File: src/logic/mioc_regs.vh
`ifndef MIOC_REGS_VH
`define MIOC_REGS_VH
// Operation codes presented on the op port
`define MIOC_OP_NONE      3'h0
`define MIOC_OP_OR_REG    3'h1
`define MIOC_OP_FPAGE_WR  3'h2
`define MIOC_OP_FPAGE_RD  3'h3
`define MIOC_OP_LBRANCH   3'h4
`define MIOC_OP_LONG_CALL     3'h5
`define MIOC_OP_MOVE_REG  3'h6
// Function page operand range
`define MIOC_FPAGE_MIN    4'h5
`define MIOC_FPAGE_MAX    4'hF
// Reset values and step sizes
`define MIOC_ACC_RST      8'h00
`define MIOC_PC_RST       11'h000
`define MIOC_SP_RST       3'h0
`define MIOC_PC_STEP      11'h001
`define MIOC_SP_STEP      3'h1
`endif

File: src/logic/mioc_stack.v
`timescale 1ns/1ns
// Return address stack, push only from this block
module mioc_stack #(
	parameter DEPTH_LOG = 3,
	parameter AW        = 11
) (
	input  wire                 mclk,
	input  wire                 rst,
	input  wire                 push,
	input  wire [AW-1:0]        push_addr,
	output reg  [DEPTH_LOG-1:0] level,
	output reg  [AW-1:0]        top
);
	// Stack storage
	reg [AW-1:0] mem [0:(1<<DEPTH_LOG)-1];

	////////////////////////////////////////////////////////////////////
	// Write the slot at the current level, then advance
	always @(posedge mclk) begin
		if (push) begin
			mem[level] <= push_addr;
		end
	end

	// Pointer and registered top copy
	always @(posedge mclk or posedge rst) begin
		if (rst) begin
			level <= {DEPTH_LOG{1'b0}};
			top   <= {AW{1'b0}};
		end else if (push) begin
			// RULE8: advance one level
			level <= level + {{(DEPTH_LOG-1){1'b0}}, 1'b1};
			top   <= push_addr;
		end
	end
endmodule // mioc_stack

File: src/logic/mioc_core.v
`timescale 1ns/1ns
`include "mioc_regs.vh"
// Summary of operation
// RULE1: OR accumulator with register, set zero
// RULE2: destination bit picks accumulator or register
// RULE3: page write copies accumulator, flags kept
// RULE4: page read loads accumulator, flags kept
// RULE5: long branch loads PC, two cycles
// RULE6: long call pushes PC+1, loads PC
// RULE7: move accumulator to register, one cycle
// RULE8: each push advances stack pointer one
module mioc_core #(
	parameter SP_W = 3
) (
	// Clock and reset
	input  wire            mclk,
	input  wire            rst,
	// Instruction request
	input  wire            op_valid,
	input  wire [2:0]      op,
	// Operand fields, used only on the accepting edge
	input  wire [6:0]      reg_addr,
	input  wire            dest_bit,
	input  wire [3:0]      fpage_sel,
	input  wire [10:0]     target,
	// Read data returned by the register files
	input  wire [7:0]      reg_rdata,
	input  wire [7:0]      fpage_rdata,
	// Handshake
	output wire            op_ready,
	// Data register write
	output reg             reg_we,
	output reg  [6:0]      reg_waddr,
	output reg  [7:0]      reg_wdata,
	// Function page write
	output reg             fpage_we,
	output reg  [3:0]      fpage_waddr,
	output reg  [7:0]      fpage_wdata,
	// Core state
	output reg  [7:0]      accumulator,
	output reg             zero_flag,
	output reg  [10:0]     pc,
	// Return stack view
	output wire [SP_W-1:0] stack_level,
	output wire [10:0]     stack_top,
	// Completion
	output reg             done
);
	// Sequencer states
	localparam ST_RUN  = 1'b0;
	localparam ST_WAIT = 1'b1;
	// Program counter width, fixed by the 11-bit branch target
	localparam PC_W    = 11;

	reg        state;      // Current state
	reg        next_state; // Following state
	wire       take;       // Instruction accepted
	wire [7:0] or_result;  // OR of accumulator and register
	wire       fpage_ok;   // Page operand inside legal range
	reg        push;       // Stack push strobe
	// Return address: the instruction after the call
	wire [PC_W-1:0] ret_addr;

	// Page operand range check, used by both page instructions
	function in_fpage;
		input [3:0] sel;
		begin
			in_fpage = (sel >= `MIOC_FPAGE_MIN) && (sel <= `MIOC_FPAGE_MAX);
		end
	endfunction

	////////////////////////////////////////////////////////////////////
	// Accept only when no two-cycle instruction is pending
	assign op_ready  = (state == ST_RUN);
	assign take      = op_valid & op_ready;
	// RULE1: bitwise OR
	assign or_result = accumulator | reg_rdata;
	assign fpage_ok  = in_fpage(fpage_sel);
	// Wraps at the top of program space, as the counter does
	assign ret_addr  = pc + `MIOC_PC_STEP;

	// Push happens in the first cycle of a call
	always @* begin
		// RULE6: push next address
		push = take && (op == `MIOC_OP_LONG_CALL);
	end

	// Next state: branches and calls hold one extra cycle
	always @* begin
		next_state = state;
		case (state)
			ST_RUN: begin
				// RULE5: second cycle
				if (take && (op == `MIOC_OP_LBRANCH ||
				    op == `MIOC_OP_LONG_CALL)) begin
					next_state = ST_WAIT;
				end
			end
			ST_WAIT: begin
				// Second cycle over, accept again
				next_state = ST_RUN;
			end
			default: begin
				// Unreachable with a one-bit state
				next_state = ST_RUN;
			end
		endcase
	end

	////////////////////////////////////////////////////////////////////
	// Execute; write strobes are one-cycle pulses
	// Only the OR instruction touches the zero flag; every other
	// instruction leaves it as it was, which page and move rely on.
	// Page operands below the legal range are ignored, not trapped:
	// the counter still advances so the program keeps going.
	// Operands are sampled only on the accepting edge.
	always @(posedge mclk or posedge rst) begin
		if (rst) begin
			// Idle strobes, cleared state
			state       <= ST_RUN;
			accumulator <= `MIOC_ACC_RST;
			zero_flag   <= 1'b0;
			pc          <= `MIOC_PC_RST;
			reg_we      <= 1'b0;
			reg_waddr   <= 7'h00;
			reg_wdata   <= 8'h00;
			fpage_we    <= 1'b0;
			fpage_waddr <= 4'h0;
			fpage_wdata <= 8'h00;
			done        <= 1'b0;
		end else begin
			state    <= next_state;
			reg_we   <= 1'b0;
			fpage_we <= 1'b0;
			done     <= 1'b0;
			// Finish of a two-cycle instruction
			if (state == ST_WAIT) begin
				done <= 1'b1;
			end
			if (take) begin
				case (op)
					`MIOC_OP_OR_REG: begin
						// RULE1: zero from result
						zero_flag <= (or_result == 8'h00);
						// RULE2: destination select
						if (dest_bit) begin
							// Register destination
							reg_we    <= 1'b1;
							reg_waddr <= reg_addr;
							reg_wdata <= or_result;
						end else begin
							// Accumulator destination
							accumulator <= or_result;
						end
						// Step past the instruction
						pc   <= pc + `MIOC_PC_STEP;
						done <= 1'b1;
					end
					`MIOC_OP_FPAGE_WR: begin
						// RULE3: page write
						if (fpage_ok) begin
							fpage_we    <= 1'b1;
							fpage_waddr <= fpage_sel;
							fpage_wdata <= accumulator;
						end
						// Step past the instruction, legal or not
						pc   <= pc + `MIOC_PC_STEP;
						done <= 1'b1;
					end
					`MIOC_OP_FPAGE_RD: begin
						// RULE4: page read
						if (fpage_ok) begin
							accumulator <= fpage_rdata;
						end
						// Source register is only read
						pc   <= pc + `MIOC_PC_STEP;
						done <= 1'b1;
					end
					`MIOC_OP_LBRANCH: begin
						// RULE5: load target
						pc <= target;
						// Done is set at the edge that ends the wait cycle
					end
					`MIOC_OP_LONG_CALL: begin
						// RULE6: load target
						pc <= target;
						// Stack takes the return address this edge
					end
					`MIOC_OP_MOVE_REG: begin
						// RULE7: store accumulator
						reg_we    <= 1'b1;
						reg_waddr <= reg_addr;
						reg_wdata <= accumulator;
						// Accumulator and flags untouched
						pc        <= pc + `MIOC_PC_STEP;
						done      <= 1'b1;
					end
					default: begin
						// Unknown code acts as no-op
						pc   <= pc + `MIOC_PC_STEP;
						done <= 1'b1;
					end
				endcase
			end
		end
	end

	////////////////////////////////////////////////////////////////////
	// Return stack
	// Own module, so the array stays beside its pointer
	// RULE8: pointer advance
	mioc_stack #(
		.DEPTH_LOG (SP_W),
		.AW        (PC_W)
	) mioc_stack_i (
		.mclk      (mclk),
		.rst       (rst),
		.push      (push),
		.push_addr (ret_addr),
		.level     (stack_level),
		.top       (stack_top)
	);
endmodule // mioc_core

File: config.mk
export PLATFORM = sky130hd
export DESIGN_NAME = mioc_core
export DESIGN_NICKNAME = d
export VERILOG_FILES = /design/src/logic/mioc_stack.v /design/src/logic/mioc_core.v
export VERILOG_INCLUDE_DIRS = /design/src /design/src/logic
export SDC_FILE = /design/constraint.sdc
export NUM_CORES = 1
export LEC_CHECK = 0
export ABC_AREA = 0
export ABC_CLOCK_PERIOD_IN_PS = 2500
export BUFFER_PORTS_ARGS = -buffer_cell sky130_fd_sc_hd__buf_2
export CAP_MARGIN = 15
export CORE_MARGIN = 10
export CORE_UTILIZATION = 45
export DETAILED_ROUTE_END_ITERATION = 8
export HOLD_SLACK_MARGIN = 0.03
export PLACE_DENSITY = 0.78
export SETUP_SLACK_MARGIN = 0.4
export SLEW_MARGIN = 10
export SYNTH_ARGS = -nofsm -noshare
export SYNTH_HDL_FRONTEND = slang
export SYNTH_SLANG_ARGS = --single-unit
File: constraint.sdc
create_clock -name mclk -period 2.5 [get_ports mclk]
set_clock_uncertainty 0.05 [all_clocks]
set_input_delay 0.25 -clock mclk [delete_from_list [all_inputs] [get_ports mclk]]
set_output_delay 0.25 -clock mclk [all_outputs]
set_load 0.01 [all_outputs]
=== After elaboration in Yosys (flattened, before gate mapping) ===
Index checks and enable logic that the tools add are counted.

* Flip-flop bits (word level): 65
* Input port bits: 45
* Logic and storage cells: 60

* Add/sub/neg operators: 2
* $lt $le $gt $ge: 2
* Equal/unequal tests: 9
* Mux-type cells: 19
* Bitwise logic cells: 3
* Reduce and logical (&&, ||, !) cells: 12

{| class="wikitable"
|+ Operators by type and width
! operator !! count
|-
| 8-bit case mux with 2 select lines || 2
|-
| 8-bit 2-to-1 mux || 3
|-
| 7-bit case mux with 2 select lines || 1
|-
| 11-bit by 1-bit adder with 11-bit output (second input constant) || 1
|-
| 11-bit 2-to-1 mux || 1
|-
| 3-bit == test (second input constant) || 3
|-
| 1-bit 2-to-1 mux || 9
|-
| 8-bit zero test || 1
|-
| 8-bit bitwise OR || 1
|-
| 7-bit 2-to-1 mux || 1
|-
| 3-bit by 2-bit == test with 1-bit output (second input constant) || 2
|-
| 2-bit != test (second input constant) || 3
|-
| 3-bit AND reduction || 2
|-
| 4-bit by 3-bit >= comparator with 1-bit output (second input constant) || 1
|-
| 4-bit less-or-equal comparator (second input constant) || 1
|-
| 1-bit case mux with 2 select lines || 2
|-
| 4-bit AND reduction || 1
|-
| 2-bit nonzero test || 2
|-
| 3-bit by 1-bit adder with 3-bit output (second input constant) || 1
|-
| 3-bit by 1-bit == test with 1-bit output (second input constant) || 1
|-
| 1-bit logical AND || 3
|-
| 2-bit AND reduction || 1
|-
| 2-bit OR reduction || 1
|-
| 1-bit bitwise AND || 1
|-
| 2 further kinds || 2
|}

=== Longest topological paths before layout ===
* Depth after elaboration: 5
* Depth in mapped cells: 7
* Gate-level depth less buffers: 5

=== Modules after synthesis ===
A second synthesis with hierarchy kept.

* Cells, all modules: 270
* Area, all modules: 3,079.2 um^2

{| class="wikitable"
|+ By module, submodules not included
! module !! instances !! cells each !! area each (um^2) !! sequential area each (um^2)
|-
| mioc_core || 1 || 238 || 2,544.9 || 1,276.2
|-
| mioc_stack || 1 || 32 || 534.3 || 350.3
|}

=== Least setup slack after synthesis ===
No wires, ideal clock.

* Path kind: register to register
* Start point: register state
* End point: register fpage_wdata[0]
* Arrival: 1,496 ps
* Required time: 2,325 ps
* Slack: 829 ps
* Cell stages (with the launch flop): 6
* Path buffers: 1
* Path through: dfrtp_1 -> nand2b_1 -> nor4b_1 -> and2_4 -> buf_12 -> mux2_4

* Word-level cells in the longest chain between the ends: 3

{| class="wikitable"
|+ RTL lines
! item !! RTL line !! text
|-
| from (decl) || mioc_core.v:55 || <nowiki>reg state;</nowiki>
|-
| from (signal assigned) || mioc_core.v:132 || <nowiki>state <= next_state;</nowiki>
|-
| 1-bit NOT || - ||
|-
| 1-bit bitwise AND || mioc_core.v:75 || <nowiki>assign take = op_valid & op_ready;</nowiki>
|-
| 3-bit AND reduction (no line) || - ||
|-
| to (signal assigned) || mioc_core.v:164 || <nowiki>fpage_wdata <= accumulator;</nowiki>
|-
| to (decl) || mioc_core.v:38 || <nowiki>output reg [7:0] fpage_wdata,</nowiki>
|}

No other way between the ends.
A chain may end at the register's enable or synchronous reset.

=== Final worst setup path ===
* Start point: register state
* End point: register reg_waddr[5]

* Word-level cells in the longest chain between the ends: 3

{| class="wikitable"
|+ RTL lines
! item !! RTL line !! text
|-
| 1-bit NOT || - ||
|-
| 1-bit bitwise AND || mioc_core.v:75 ||
|-
| 3-bit AND reduction (no line) || - ||
|-
| to (signal assigned) || mioc_core.v:149 || <nowiki>reg_waddr <= reg_addr;</nowiki>
|-
| to (signal assigned) || mioc_core.v:192 || <nowiki>reg_waddr <= reg_addr;</nowiki>
|-
| to (decl) || mioc_core.v:33 || <nowiki>output reg [6:0] reg_waddr,</nowiki>
|}

No other way between the ends.

==> reports/metrics.csv <==
metric;value;unit
Register Area;0.001627;mm2
maxcap violations;0;
Util after Layout;57.37;%
drt wl/cell;17.09;um
Post-Synth XOR/XNOR Area;3.128;%
vias after detailed routing;2617;
fill count;597;
main combinational cell family by area after synthesis;compound AO/OA/AOI/OAI gates;
Hold Crit Depth;2;
Die Span Y;102.7;um
period utilization;76.18;%
Worst R2R End;reg_waddr[5]$_DFFE_PP0P_;
num rows;30;
Synth Area in Compound Gates;16.73;%
Hold Fails Final Rpt;0;
Max Freq;525.1;MHz
gpl congestion;0.9010;
Peak supply drop;0.5673;mV
max_slew headroom;50.22;%
crit path kind;register to register;
EDFF count, synth;0;
I/O pins;110;
via/cell ratio;5.429;
Critical Path Max Stage Delay;0.62;ns
Synth cell types;47;
remaining global-route overflow;0;
leak pwr;1.826;nW
initial antenna violation count;0;
Seq/Total Area, Yosys;52.80;%
min-delay src;fpage_sel[2];
Final min period;1.904;ns
#FFs+latches synth;65;
Syn Nets;332;
Final Max Slew Viols;0;
Synth Area in Simple Gates;13.00;%
Setup-failing EPs final;0;
Max Buffers Root-to-Sink;2;
Mapped Avg Cell Area;10.81;um2
DR iter-0 viols;125;
DRC;0;
via count of the first global-routing pass;2645;
crit-path cells;nand2b_1 > a21o_1 > mux2_2;
mux contribution to synthesized area;8.814;%
port bufs;109;
PwrDens;944.5;mW/mm2
initial core utilization;45.85;%
CP required;2.67;ns
First-pass DRT Iterations;4;
TritonCTS Sinks;65;
CTS clock-pin slew for the worst setup and hold paths;0.08;ns
post-DP HPWL;6144;um
min-delay worst type;input port to register;
Slowest-stage cell, CP;a21o_1;
Worst EP arrival;2.08;ns
GRT Overall Usage;15.64;%
Syn-to-layout area delta;25.14;%
crit path launch type;register;
CP Max Fanout;24;
hold endpoint;fpage_waddr[2]$_DFFE_PP0P_;
ys async rst share;100.0;%
ANT nets after route;0;
CTS tree;built;
Syn Std Cell Area;0.003080;mm2
Main synth FF type;dfrtp_1;
reg-to-reg startpoint;state$_DFF_PP0_;
DIE WIDTH;102.7;um
# H-tree levels;3;
CP Capture Type;register;
Worst R2R Setup Slack;0.60;ns
total power;3.641;mW
layout cells sized above 1;41.29;%
R2R cell count;3;
Multi-input gate area;0.001315;mm2
total core area;0.006719;mm2
CTS Buf Count;9;
routed wire length;8237;um
status;completed;
Yosys Warn Count;0;
synthesized instance count;285;
RSZ-0062 raised after global routing;false;
Synth Area in Adders;0.8123;%
TNS Setup;0;ns
Worst-Margin Slew;0.7466;ns
clock tree root driver cell;clkbuf_8;
largest net degree at the start of global routing;66;
Die Area;0.01055;mm2
Critical Path Start;state$_DFF_PP0_;
antenna cells;0;
later-pin clock latency in the skew report;0.34;ns
total setup buffers inserted after CTS;0;
first-pass GRT wire length;13030;um
nets@finish;444;
registers in the layout, summed over array words and instances (netlist names), 3 cells and up:
signal	flops
reg_waddr	7
fpage_waddr	4
mioc_stack_i.top	11
accumulator	8
reg_wdata	8
mioc_stack_i.level	3
fpage_wdata	8
pc	11
worst max path at each step:
stage	endpoint
2_1_floorplan	accumulator[0]$_DFFE_PP0P_
3_3_place_gp	fpage_waddr[1]$_DFFE_PP0P_
3_5_place_dp	fpage_waddr[0]$_DFFE_PP0P_
4_1_cts	fpage_waddr[0]$_DFFE_PP0P_
5_1_grt	reg_waddr[4]$_DFFE_PP0P_
6_report	reg_waddr[5]$_DFFE_PP0P_
metal layers:
layer	GRT usage (%)	wire, um	up-vias	part of all wire [%]
li1	-	-	1229	-
met4	4.278	64	0	0.78
met3	6.769	986	7	12
met1	19.64	3437	1269	42
met2	24.09	3748	112	46
met5	0	0	-	0
logic make-up after synthesis:
kind of cell | after synthesis
and+or+nand+nor | 81
DFF | 65
xor gates and xnor gates | 11
muxes | 21
adders and majority gates | 2
AOI/OAI and AO/OA | 82
buffers and inverters | 23
placed cells by master (no fill, tap or decap), types with 2 or more instances in the layout:
cell and count:
a21oi_1 31, a2bb2oi_1 3, a31oi_1 5, buf_2 109
buf_4 5, clkbuf_8 9, clkinv_2 3, clkinvlp_4 3
dfrtp_1 65, ha_1 2, inv_1 7, mux2_2 9
mux2_4 10, mux2i_1 2, nand2_1 22, nand2b_1 3
nand3_1 6, nor2_1 28, nor2b_1 3, nor3_1 2
nor4_1 4, o21a_1 3, o21ai_0 14, o21ba_2 8
o22a_1 2, o22ai_1 11, xnor2_1 6, xor2_1 5
what timing repair did:
action / in CTS / in global routing
hold endpoints to repair: 65 / 0
hold buffers: 1 / 0
gates resized for setup: 0 / 1
setup endpoints to repair: 0 / 2
where the power goes:
group          switching [mW]  internal [mW]
sequential              0.293           1.38
clock                   0.414          0.357
combinational           0.600          0.602
total                    1.31           2.33
cells in the mapped netlist, drive strengths merged (5+ instances only):
| cell type | n | area [um2] |
|---|---|---|
| clkbuf | 5 | 20.01 |
| mux2 | 19 | 251.5 |
| o21ai | 14 | 70.07 |
| xnor2 | 6 | 52.55 |
| buf | 10 | 95.08 |
| xor2 | 5 | 43.79 |
| inv | 8 | 30.03 |
| a31oi | 5 | 31.28 |
| dfrtp | 65 | 1627 |
| nor2 | 28 | 105.1 |
| nand2 | 22 | 82.58 |
| nand3 | 7 | 40.04 |
| o21ba | 8 | 80.08 |
| o22ai | 11 | 68.82 |
| nor4 | 5 | 37.53 |
| a21oi | 31 | 155.2 |
stage by stage:
step / std cells / hold WS, ns / setup WS [ns] / cell area (um2)
after detailed placement: 465 / 0.3010 / 0.5160 / 3669
final: 482 / 0.08553 / 0.5956 / 3855
after global placement: 465 / 0.2928 / 0.6186 / 3669
after floorplan: 285 / 0.3132 / 0.5735 / 3080
after global routing: 482 / 0.07134 / 0.4562 / 3855
after CTS: 482 / 0.07217 / 0.5107 / 3849
critical path: cells and delay by family (launching register included):
family             cells  cell delay [ns]
AOI/OAI and AO/OA      1             0.62
and+or+nand+nor        1             0.33
DFF                    1             0.37
muxes                  1             0.41
layout make-up:
cell class / count / area share, %
clock buffer: 9 / 3.213
tap: 80 / 2.597
inverter: 8 / 0.7790
multi-input combinational: 197 / 34.11
clock inverter: 7 / 1.201
timing repair buffer: 116 / 15.90
sequential: 65 / 42.19
No activity file was read; power rests on OpenSTA's default activity.
